### src/logic/smr_pkg.sv
package smr_pkg;

    // Special-function register addresses
    localparam logic [7:0] SUPPLY_CTRL_ADDR = 8'hFF;
    localparam logic [7:0] RESET_CAUSE_ADDR = 8'hEF;

    // Supply monitor control fields
    localparam int CTL_DIG_EN   = 7;
    localparam int CTL_DIG_STAT = 6;
    localparam int CTL_DIG_WARN = 5;
    localparam int CTL_DIG_IE   = 4;
    localparam int CTL_BAT_EN   = 3;
    localparam int CTL_BAT_STAT = 2;
    localparam int CTL_BAT_WARN = 1;
    localparam int CTL_BAT_IE   = 0;

    // Monitor index and per-monitor field offset from bit 0
    localparam int MON_DIG      = 1;
    localparam int MON_BAT      = 0;
    localparam int MON_FIELD_W  = 4;
    localparam int FLD_EN       = 3;
    localparam int FLD_STAT     = 2;
    localparam int FLD_WARN     = 1;
    localparam int FLD_IE       = 0;

    // Reset cause fields
    localparam int CAUSE_PIN    = 0;
    localparam int CAUSE_PWR    = 1;
    localparam int CAUSE_CLK    = 2;
    localparam int CAUSE_CMP    = 5;
    localparam int CAUSE_FLASH  = 6;

    // Reset values
    localparam logic [1:0] MON_EN_RST  = 2'h2;
    localparam logic [1:0] MON_IE_RST  = 2'h0;
    localparam logic       PWR_SEL_RST = 1'b1;
    localparam logic       CLK_EN_RST  = 1'b0;
    localparam logic       CMP_EN_RST  = 1'b0;
    localparam logic [7:0] RDATA_RST   = 8'h00;

    // Internal reset request vector
    localparam int REQ_SUPPLY   = 0;
    localparam int REQ_PIN      = 1;
    localparam int REQ_CLK      = 2;
    localparam int REQ_CMP      = 3;
    localparam int REQ_FLASH    = 4;
    localparam int REQ_POR      = 5;
    localparam int REQ_W        = 6;
    localparam logic [REQ_W-1:0] PEND_RST = 6'h20;

    // Timing
    localparam int CLK_PERIOD_NS       = 25;
    localparam int CLK_LOSS_TIMEOUT_NS = 100000;
    localparam int CLK_LOSS_CYCLES     = (CLK_LOSS_TIMEOUT_NS + CLK_PERIOD_NS - 1) / CLK_PERIOD_NS;
    localparam int CLK_LOSS_W          = 13;
    localparam int HOLD_CYCLES         = 8;
    localparam int HOLD_W              = 4;

    typedef enum logic {
        SMR_RUN,
        SMR_HELD
    } smr_state_t;

endpackage

### src/logic/smr_reset_sources.sv
`timescale 1ns/100ps
module smr_reset_sources (
    input  wire logic       ref_clk_in,
    input  wire logic       rst_in,
    input  wire logic [7:0] sfr_addr_in,
    input  wire logic       sfr_wr_in,
    input  wire logic       sfr_rd_in,
    input  wire logic [7:0] sfr_wdata_in,
    output logic      [7:0] sfr_rdata_out,
    input  wire logic       digital_above_reset_in,
    input  wire logic       digital_above_warn_in,
    input  wire logic       battery_above_reset_in,
    input  wire logic       battery_above_warn_in,
    input  wire logic       ext_reset_n_in,
    output logic            reset_pin_out,
    output logic            reset_pin_oe_n_out,
    input  wire logic       sys_clk_level_in,
    input  wire logic       comparator_noninverting_below_in,
    input  wire logic       comparator_wake_enable_in,
    input  wire logic       sleep_mode_in,
    input  wire logic       suspend_mode_in,
    input  wire logic       flash_op_req_in,
    output logic            flash_op_grant_out,
    output logic            core_reset_out,
    output logic            ram_invalid_out,
    output logic            digital_warning_irq_out,
    output logic            battery_warning_irq_out
);

    smr_pkg::smr_state_t           state_reg;
    logic [smr_pkg::REQ_W-1:0]     pend_reg;
    logic [smr_pkg::REQ_W-1:0]     req;
    logic [1:0]                    mon_en_reg;
    logic [1:0]                    mon_ie_reg;
    logic [1:0]                    mon_stat_reg;
    logic [1:0]                    mon_warn_reg;
    logic [1:0]                    irq_reg;
    logic [1:0]                    above_reset;
    logic [1:0]                    above_warn;
    logic                          pwr_sel_reg;
    logic                          clk_en_reg;
    logic                          cmp_en_reg;
    logic                          pin_flag_reg;
    logic                          pwr_flag_reg;
    logic                          clk_flag_reg;
    logic                          cmp_flag_reg;
    logic                          flash_flag_reg;
    logic                          core_reset_reg;
    logic                          pin_oe_n_reg;
    logic                          ram_invalid_reg;
    logic                          grant_reg;
    logic [7:0]                    rdata_reg;
    logic                          clk_prev_reg;
    logic                          low_power;
    logic                          supply_low;
    logic                          clk_loss_run;
    logic                          clk_loss_expired;
    logic                          hold_expired;
    logic                          level_active;
    logic                          release_now;
    logic                          power_cause;
    logic                          wr_ctrl;
    logic                          wr_cause;
    logic [7:0]                    ctrl_view;
    logic [7:0]                    cause_view;

    assign low_power = sleep_mode_in || suspend_mode_in;
    assign above_reset = {digital_above_reset_in, battery_above_reset_in};
    assign above_warn  = {digital_above_warn_in, battery_above_warn_in};
    assign wr_ctrl  = sfr_wr_in && !core_reset_reg && (sfr_addr_in == smr_pkg::SUPPLY_CTRL_ADDR);
    assign wr_cause = sfr_wr_in && !core_reset_reg && (sfr_addr_in == smr_pkg::RESET_CAUSE_ADDR);

    // Per-monitor status, warning and interrupt
    genvar m;
    generate
        for (m = 0; m < 2; m++) begin : g_mon
            always_ff @(posedge ref_clk_in) begin
                if (rst_in) begin
                    mon_stat_reg[m] <= 1'b0;
                    mon_warn_reg[m] <= 1'b0;
                    irq_reg[m]      <= 1'b0;
                end else begin
                    mon_stat_reg[m] <= above_reset[m];
                    mon_warn_reg[m] <= above_warn[m];
                    irq_reg[m]      <= mon_ie_reg[m] && mon_en_reg[m] && !above_warn[m]
                                       && !sleep_mode_in;
                end
            end
        end
    endgenerate

    assign supply_low = pwr_sel_reg && mon_en_reg[smr_pkg::MON_DIG]
                        && !digital_above_reset_in && !sleep_mode_in;

    assign clk_loss_run = clk_en_reg && !low_power && (sys_clk_level_in == clk_prev_reg);

    always_ff @(posedge ref_clk_in) begin
        if (rst_in) begin
            clk_prev_reg <= 1'b0;
        end else begin
            clk_prev_reg <= sys_clk_level_in;
        end
    end

    smr_timer #(
        .WIDTH       (smr_pkg::CLK_LOSS_W),
        .LIMIT       (smr_pkg::CLK_LOSS_W'(smr_pkg::CLK_LOSS_CYCLES))
    ) u_clk_loss (
        .ref_clk_in  (ref_clk_in),
        .rst_in      (rst_in),
        .run_in      (clk_loss_run),
        .expired_out (clk_loss_expired)
    );

    smr_timer #(
        .WIDTH       (smr_pkg::HOLD_W),
        .LIMIT       (smr_pkg::HOLD_W'(smr_pkg::HOLD_CYCLES))
    ) u_hold (
        .ref_clk_in  (ref_clk_in),
        .rst_in      (rst_in),
        .run_in      (state_reg == smr_pkg::SMR_HELD),
        .expired_out (hold_expired)
    );

    always_comb begin
        req = '0;
        req[smr_pkg::REQ_SUPPLY] = supply_low;
        // Pin reset in every mode
        // Pin low from own drive is not a request
        req[smr_pkg::REQ_PIN]    = !ext_reset_n_in && pin_oe_n_reg;
        req[smr_pkg::REQ_CLK]    = clk_loss_expired;
        req[smr_pkg::REQ_CMP]    = cmp_en_reg && comparator_noninverting_below_in
                                   && (!low_power || comparator_wake_enable_in);
        req[smr_pkg::REQ_FLASH]  = flash_op_req_in && !core_reset_reg
                                   && !mon_en_reg[smr_pkg::MON_DIG];
    end

    assign level_active = req[smr_pkg::REQ_SUPPLY] || req[smr_pkg::REQ_PIN]
                          || req[smr_pkg::REQ_CLK] || req[smr_pkg::REQ_CMP];
    assign release_now  = (state_reg == smr_pkg::SMR_HELD) && hold_expired && !level_active;
    assign power_cause  = pend_reg[smr_pkg::REQ_SUPPLY] || pend_reg[smr_pkg::REQ_POR];

    // Reset sequencing
    always_ff @(posedge ref_clk_in) begin
        if (rst_in) begin
            state_reg      <= smr_pkg::SMR_HELD;
            pend_reg       <= smr_pkg::PEND_RST;
            core_reset_reg <= 1'b1;
        end else begin
            case (state_reg)
                smr_pkg::SMR_RUN: begin
                    if (|req) begin
                        state_reg      <= smr_pkg::SMR_HELD;
                        pend_reg       <= req;
                        core_reset_reg <= 1'b1;
                    end
                end
                smr_pkg::SMR_HELD: begin
                    if (release_now) begin
                        state_reg      <= smr_pkg::SMR_RUN;
                        pend_reg       <= '0;
                        core_reset_reg <= 1'b0;
                    end else begin
                        pend_reg       <= pend_reg | req;
                    end
                end
                default: begin
                    state_reg      <= smr_pkg::SMR_HELD;
                    pend_reg       <= smr_pkg::PEND_RST;
                    core_reset_reg <= 1'b1;
                end
            endcase
        end
    end

    // Pin driven low for power resets
    always_ff @(posedge ref_clk_in) begin
        if (rst_in) begin
            pin_oe_n_reg <= 1'b0;
        end else if (state_reg == smr_pkg::SMR_HELD && !release_now) begin
            pin_oe_n_reg <= !(power_cause || req[smr_pkg::REQ_SUPPLY]);
        end else if (state_reg == smr_pkg::SMR_RUN && req[smr_pkg::REQ_SUPPLY]) begin
            pin_oe_n_reg <= 1'b0;
        end else begin
            pin_oe_n_reg <= 1'b1;
        end
    end

    always_ff @(posedge ref_clk_in) begin
        if (rst_in) begin
            pin_flag_reg    <= 1'b0;
            pwr_flag_reg    <= 1'b0;
            clk_flag_reg    <= 1'b0;
            cmp_flag_reg    <= 1'b0;
            flash_flag_reg  <= 1'b0;
            ram_invalid_reg <= 1'b1;
        end else if (release_now) begin
            pwr_flag_reg    <= power_cause;
            ram_invalid_reg <= power_cause;
            pin_flag_reg    <= !power_cause && pend_reg[smr_pkg::REQ_PIN];
            clk_flag_reg    <= !power_cause && pend_reg[smr_pkg::REQ_CLK];
            cmp_flag_reg    <= !power_cause && pend_reg[smr_pkg::REQ_CMP];
            flash_flag_reg  <= !power_cause && pend_reg[smr_pkg::REQ_FLASH];
        end
    end

    // Monitor enable and select state
    always_ff @(posedge ref_clk_in) begin
        if (rst_in) begin
            mon_en_reg  <= smr_pkg::MON_EN_RST;
            pwr_sel_reg <= smr_pkg::PWR_SEL_RST;
        end else if (release_now && power_cause) begin
            mon_en_reg  <= smr_pkg::MON_EN_RST;
            pwr_sel_reg <= smr_pkg::PWR_SEL_RST;
        end else begin
            if (wr_ctrl) begin
                mon_en_reg[smr_pkg::MON_DIG] <= sfr_wdata_in[smr_pkg::CTL_DIG_EN];
                mon_en_reg[smr_pkg::MON_BAT] <= sfr_wdata_in[smr_pkg::CTL_BAT_EN];
            end
            if (wr_cause) begin
                pwr_sel_reg <= sfr_wdata_in[smr_pkg::CAUSE_PWR];
            end
        end
    end

    // Interrupt enables clear on any reset
    always_ff @(posedge ref_clk_in) begin
        if (rst_in || core_reset_reg) begin
            mon_ie_reg <= smr_pkg::MON_IE_RST;
        end else if (wr_ctrl) begin
            mon_ie_reg[smr_pkg::MON_DIG] <= sfr_wdata_in[smr_pkg::CTL_DIG_IE];
            mon_ie_reg[smr_pkg::MON_BAT] <= sfr_wdata_in[smr_pkg::CTL_BAT_IE];
        end
    end

    // Clock-loss and comparator enables
    always_ff @(posedge ref_clk_in) begin
        if (rst_in) begin
            clk_en_reg <= smr_pkg::CLK_EN_RST;
            cmp_en_reg <= smr_pkg::CMP_EN_RST;
        end else if (wr_cause) begin
            clk_en_reg <= sfr_wdata_in[smr_pkg::CAUSE_CLK];
            cmp_en_reg <= sfr_wdata_in[smr_pkg::CAUSE_CMP];
        end
    end

    // Flash operation gate
    always_ff @(posedge ref_clk_in) begin
        if (rst_in) begin
            grant_reg <= 1'b0;
        end else begin
            grant_reg <= flash_op_req_in && !core_reset_reg && mon_en_reg[smr_pkg::MON_DIG];
        end
    end

    always_comb begin
        ctrl_view = 8'h00;
        ctrl_view[smr_pkg::CTL_DIG_EN]   = mon_en_reg[smr_pkg::MON_DIG];
        ctrl_view[smr_pkg::CTL_DIG_STAT] = mon_stat_reg[smr_pkg::MON_DIG];
        ctrl_view[smr_pkg::CTL_DIG_WARN] = mon_warn_reg[smr_pkg::MON_DIG];
        ctrl_view[smr_pkg::CTL_DIG_IE]   = mon_ie_reg[smr_pkg::MON_DIG];
        ctrl_view[smr_pkg::CTL_BAT_EN]   = mon_en_reg[smr_pkg::MON_BAT];
        ctrl_view[smr_pkg::CTL_BAT_STAT] = mon_stat_reg[smr_pkg::MON_BAT];
        ctrl_view[smr_pkg::CTL_BAT_WARN] = mon_warn_reg[smr_pkg::MON_BAT];
        ctrl_view[smr_pkg::CTL_BAT_IE]   = mon_ie_reg[smr_pkg::MON_BAT];
    end

    always_comb begin
        cause_view = 8'h00;
        cause_view[smr_pkg::CAUSE_PIN]   = pin_flag_reg;
        cause_view[smr_pkg::CAUSE_PWR]   = pwr_flag_reg;
        cause_view[smr_pkg::CAUSE_CLK]   = clk_flag_reg;
        cause_view[smr_pkg::CAUSE_CMP]   = cmp_flag_reg;
        cause_view[smr_pkg::CAUSE_FLASH] = flash_flag_reg;
    end

    always_ff @(posedge ref_clk_in) begin
        if (rst_in) begin
            rdata_reg <= smr_pkg::RDATA_RST;
        end else if (sfr_rd_in && sfr_addr_in == smr_pkg::SUPPLY_CTRL_ADDR) begin
            rdata_reg <= ctrl_view;
        end else if (sfr_rd_in && sfr_addr_in == smr_pkg::RESET_CAUSE_ADDR) begin
            rdata_reg <= cause_view;
        end else if (sfr_rd_in) begin
            rdata_reg <= smr_pkg::RDATA_RST;
        end
    end

    assign sfr_rdata_out           = rdata_reg;
    assign reset_pin_out           = 1'b0;
    assign reset_pin_oe_n_out      = pin_oe_n_reg;
    assign flash_op_grant_out      = grant_reg;
    assign core_reset_out          = core_reset_reg;
    assign ram_invalid_out         = ram_invalid_reg;
    assign digital_warning_irq_out = irq_reg[smr_pkg::MON_DIG];
    assign battery_warning_irq_out = irq_reg[smr_pkg::MON_BAT];

endmodule

### src/logic/smr_timer.sv
`timescale 1ns/100ps
module smr_timer #(
    parameter int                WIDTH = 4,
    parameter logic [WIDTH-1:0]  LIMIT = 4'h8
) (
    input  wire logic ref_clk_in,
    input  wire logic rst_in,
    input  wire logic run_in,
    output logic      expired_out
);

    logic [WIDTH-1:0] cnt_reg;
    logic             expired_reg;

    // Count while running, restart when stopped
    always_ff @(posedge ref_clk_in) begin
        if (rst_in || !run_in) begin
            cnt_reg <= '0;
        end else if (cnt_reg != LIMIT) begin
            cnt_reg <= cnt_reg + 1'b1;
        end
    end

    always_ff @(posedge ref_clk_in) begin
        if (rst_in || !run_in) begin
            expired_reg <= 1'b0;
        end else begin
            expired_reg <= (cnt_reg >= LIMIT - 1'b1);
        end
    end

    assign expired_out = expired_reg;

endmodule

### config.mk
export PLATFORM = sky130hd
export DESIGN_NAME = smr_reset_sources
export DESIGN_NICKNAME = d
export VERILOG_FILES = /design/src/logic/smr_pkg.sv /design/src/logic/smr_reset_sources.sv /design/src/logic/smr_timer.sv
export SDC_FILE = /design/constraint.sdc
export NUM_CORES = 1
export LEC_CHECK = 0
export ABC_AREA = 1
export BUFFER_PORTS_ARGS = -buffer_cell sky130_fd_sc_hd__clkbuf_2
export CAP_MARGIN = 0
export CORE_ASPECT_RATIO = 0.6
export CORE_UTILIZATION = 45
export CTS_BUF_LIST = sky130_fd_sc_hd__clkbuf_2 sky130_fd_sc_hd__clkbuf_4 sky130_fd_sc_hd__clkbuf_8
export CTS_CLUSTER_DIAMETER = 100
export CTS_CLUSTER_SIZE = 40
export DETAILED_ROUTE_END_ITERATION = 10
export PLACE_DENSITY = 0.66
export SETUP_SLACK_MARGIN = 0.2
export SLEW_MARGIN = 20
export SYNTH_ARGS = -nofsm -noshare
export SYNTH_HDL_FRONTEND = slang
export SYNTH_SLANG_ARGS = --single-unit
### constraint.sdc
create_clock -name ref_clk_in -period 1.9 [get_ports ref_clk_in]
set_clock_uncertainty 0.05 [all_clocks]
set_input_delay 0.475 -clock ref_clk_in [delete_from_list [all_inputs] [get_ports ref_clk_in]]
set_output_delay 0.475 -clock ref_clk_in [all_outputs]
set_load 0.05 [all_outputs]
==> results.md <==
- First-pass GRT wire length: 8.894 mm
- Status: complete, no violations
- Initial DRC count: 125
- Worst-path cell chain: ha_1 -> nand2_1 -> nor3_1 -> nand4_1 -> o21ai_1 -> a21oi_1
- Hpwl dp: 4.149 mm
- Area after DPL: 0.002816 mm2
- CTS tree: built
- R2R depth: 6
- HP Class: input pin to register
- Pleak: 1.395 nW
- Die Y: 60.10 um
- I/O Pins: 46
- # Post-CTS Setup Buffers: 0
- Post-synth EDFFs: 0
- Sequential fraction of the synthesis area: 45.08%
- Vias in the first global route: 1882
- Gate Count Post-Synth: 340
- Root Buffer: clkbuf_8
- PD cells: 890.6 mW/mm2
- Final setup fails: 0
- Number of vias per cell: 4.795
- F_max: 0.6446 GHz
- Slew headroom: 56.53%
- Largest delay contributor family on the critical path: simple AND/OR/NAND/NOR gates
- Worst skew pair latency: 0.34 ns
- Worst ir drop on vdd: 0.0004058 V
- Routed wire per std cell: 11.67 um
- Post-synth cell types: 37
- WS Path Type: register to register
- CTS sink count: 57
- Die W: 98.83 um
- Antenna-violating nets left: 0
- Seq. cell area: 0.001141 mm2
- Fin crit share: 81.65%
- Total CTS buffers: 9
- Clock-pin slew on the worst setup and hold paths: 0.07 ns
- Hold EP: digital_warning_irq_out
- Area growth, synth to finish: 20.86%
- Initial Util: 48.40%
- Mapped Area: 0.002531 mm2
- N_diodes: 0
- Gr ovfl total: 0
- Initial antenna violation count: 0
- Final Cell Area: 0.003059 mm2
- Nets: 427
- CORE AREA: 0.005230 mm2
- Crit Path Max Fanout: 4
- WL final: 5.403 mm
- Largest net degree at the start of global routing: 19
- Fillers: 487
- Clock buffer depth: 2
- Placer Congestion: 0.8691
- FF-to-FF Start: u_clk_loss.cnt_reg[0]
- Worst path buffer plus inverter count: 0
- Register-to-register setup slack: 0.35 ns
- Port bufs: 43
- H-tree levels: 3
- Reg-to-Reg End: u_clk_loss.cnt_reg[10]
- Final hold vios: 0
- Max-cap violations: 0
- Site Rows: 20
- Levels on crit path: 6
- FFs w/ async S/R, synth: 0%
- Multi-input gate area: 0.001141 mm2
- Area leader, netlist: dfxtp_1
- Synth top area cells: dfxtp_1, nand2_1, inv_1, nor2_1, a21oi_1
- Worst EP arrival: 1.73 ns
- Crit-path max cell delay: 0.38 ns
- Tightest Pin Transition: 0.6461 ns
- Worst Setup Start Kind: register
- Synth Flop Type: dfxtp_1
- Max FFs per register: 13
- Die ar.: 0.005939 mm2
- Pre-Repair DR Iteration Count: 4
- CP endpoint kind: register
- Synth warn: 0
- Unrepaired setup endpoints after global routing: no
- # resized after CTS: 0
- Final Max Slew Viols: 0
- Hold Slack: 0.2619 ns
- Synthesized flop and latch total: 57
- Final Util: 58.49%
- Critical Path RT: 2.08 ns
- Setup TNS: 0 ns
- Synth top area share: 45.08%
- Syn nets: 375
- Slowest CP cell: dfxtp_1
- Worst hold stages: 2
- Fin crit period: 1.551 ns
- Layout cell share with drive strength beyond 1: 21.41%
- Residual DRC: 0
- Avg Cell Area, Syn: 7.445 um2
- Vias after detailed routing: 2220
- GRT Util Overall: 20.32%
- Hold buffer count at CTS: 0
- Hold wc startpoint: digital_above_warn_in
-- cell usage after synthesis (3+ instances only) --
| library cell | n |
|---|---|
| nand3_1 | 24 |
| ha_1 | 4 |
| dfxtp_1 | 57 |
| nor3_1 | 5 |
| inv_1 | 49 |
| nand2_1 | 75 |
| nand4_1 | 5 |
| nor2_2 | 3 |
| nor2_1 | 37 |
| nand2_2 | 4 |
| a21oi_1 | 25 |
| nor4_1 | 3 |
| o21ai_1 | 5 |
| o21ai_0 | 15 |
-- layer usage --
layer / share of wire [%] / global-route usage, % / up-vias
met4: 0.94 / 6.397 / 0
met5: 0 / 0 / -
li1: - / - / 1187
met1: 54 / 30.34 / 949
met2: 35 / 25.37 / 80
met3: 9.6 / 8.421 / 4
-- cells in the final DEF (no fill, tap or decap), types with 2 or more instances in the layout --
cell / n
xor2_1: 2
nor2_2: 3
clkinv_2: 3
nand3_1: 24
bufinv_16: 3
clkbuf_2: 43
buf_4: 2
nand3_4: 2
nor4_1: 3
inv_1: 49
nand3_2: 2
a21oi_1: 25
nor2_4: 2
clkbuf_8: 10
ha_1: 4
nand2_1: 75
dfxtp_1: 57
nand2_4: 2
inv_4: 2
nor2_1: 37
nand4_1: 5
nand2_2: 4
o21ai_0: 15
o21ai_1: 5
nor3_1: 5
-- report_power, final --
| group | switching (mW) | total, mW | internal [mW] |
|---|---|---|---|
| Clock | 0.484 | 1.38 | 0.900 |
| Combinational | 0.0765 | 0.123 | 0.0462 |
| Sequential | 0.00827 | 1.22 | 1.21 |
| Total | 0.569 | 2.72 | 2.16 |
-- cells by family (layout without fill, tap and decap cells) --
kind of cell	count (synthesis)	count (layout)	share of synthesized area, %
xor+xnor	2	2	0.6922
other cells	1	1	0.1482
simple gates	167	167	31.39
flops	57	57	45.08
compound gates	50	50	10.88
fa+ha+maj	4	4	1.977
buf+inv	59	116	9.837
-- stage by stage --
step           instances  setup slack (ns)  power (mW)
3_3_place_gp         447            0.2841       1.365
2_1_floorplan        340            0.4143       1.317
4_1_cts              463            0.3384       2.756
5_1_grt              463            0.2023       2.819
3_5_place_dp         447            0.2770       1.367
6_report             463            0.3487       2.725
-- layout make-up --
cell class	count	area share, %
sequential	57	37.30
multi-input combinational	224	37.30
timing repair buffer	45	7.526
inverter	55	7.239
clock buffer	10	4.499
clock inverter	6	3.436
tap	66	2.699
-- worst max-delay path by stage --
stage	startpoint	end	slack (ns)
after floorplan	reset_pin_oe_n_out	pwr_sel_reg	0.41
after global placement	digital_above_reset_in	pwr_sel_reg	0.28
after detailed placement	digital_above_reset_in	pwr_sel_reg	0.28
after CTS	core_reset_out	core_reset_out	0.34
after global routing	u_clk_loss.cnt_reg[1]	u_clk_loss.cnt_reg[10]	0.20
final	u_clk_loss.cnt_reg[0]	u_clk_loss.cnt_reg[10]	0.35
Note: power is estimated with default switching activity, not from simulation.
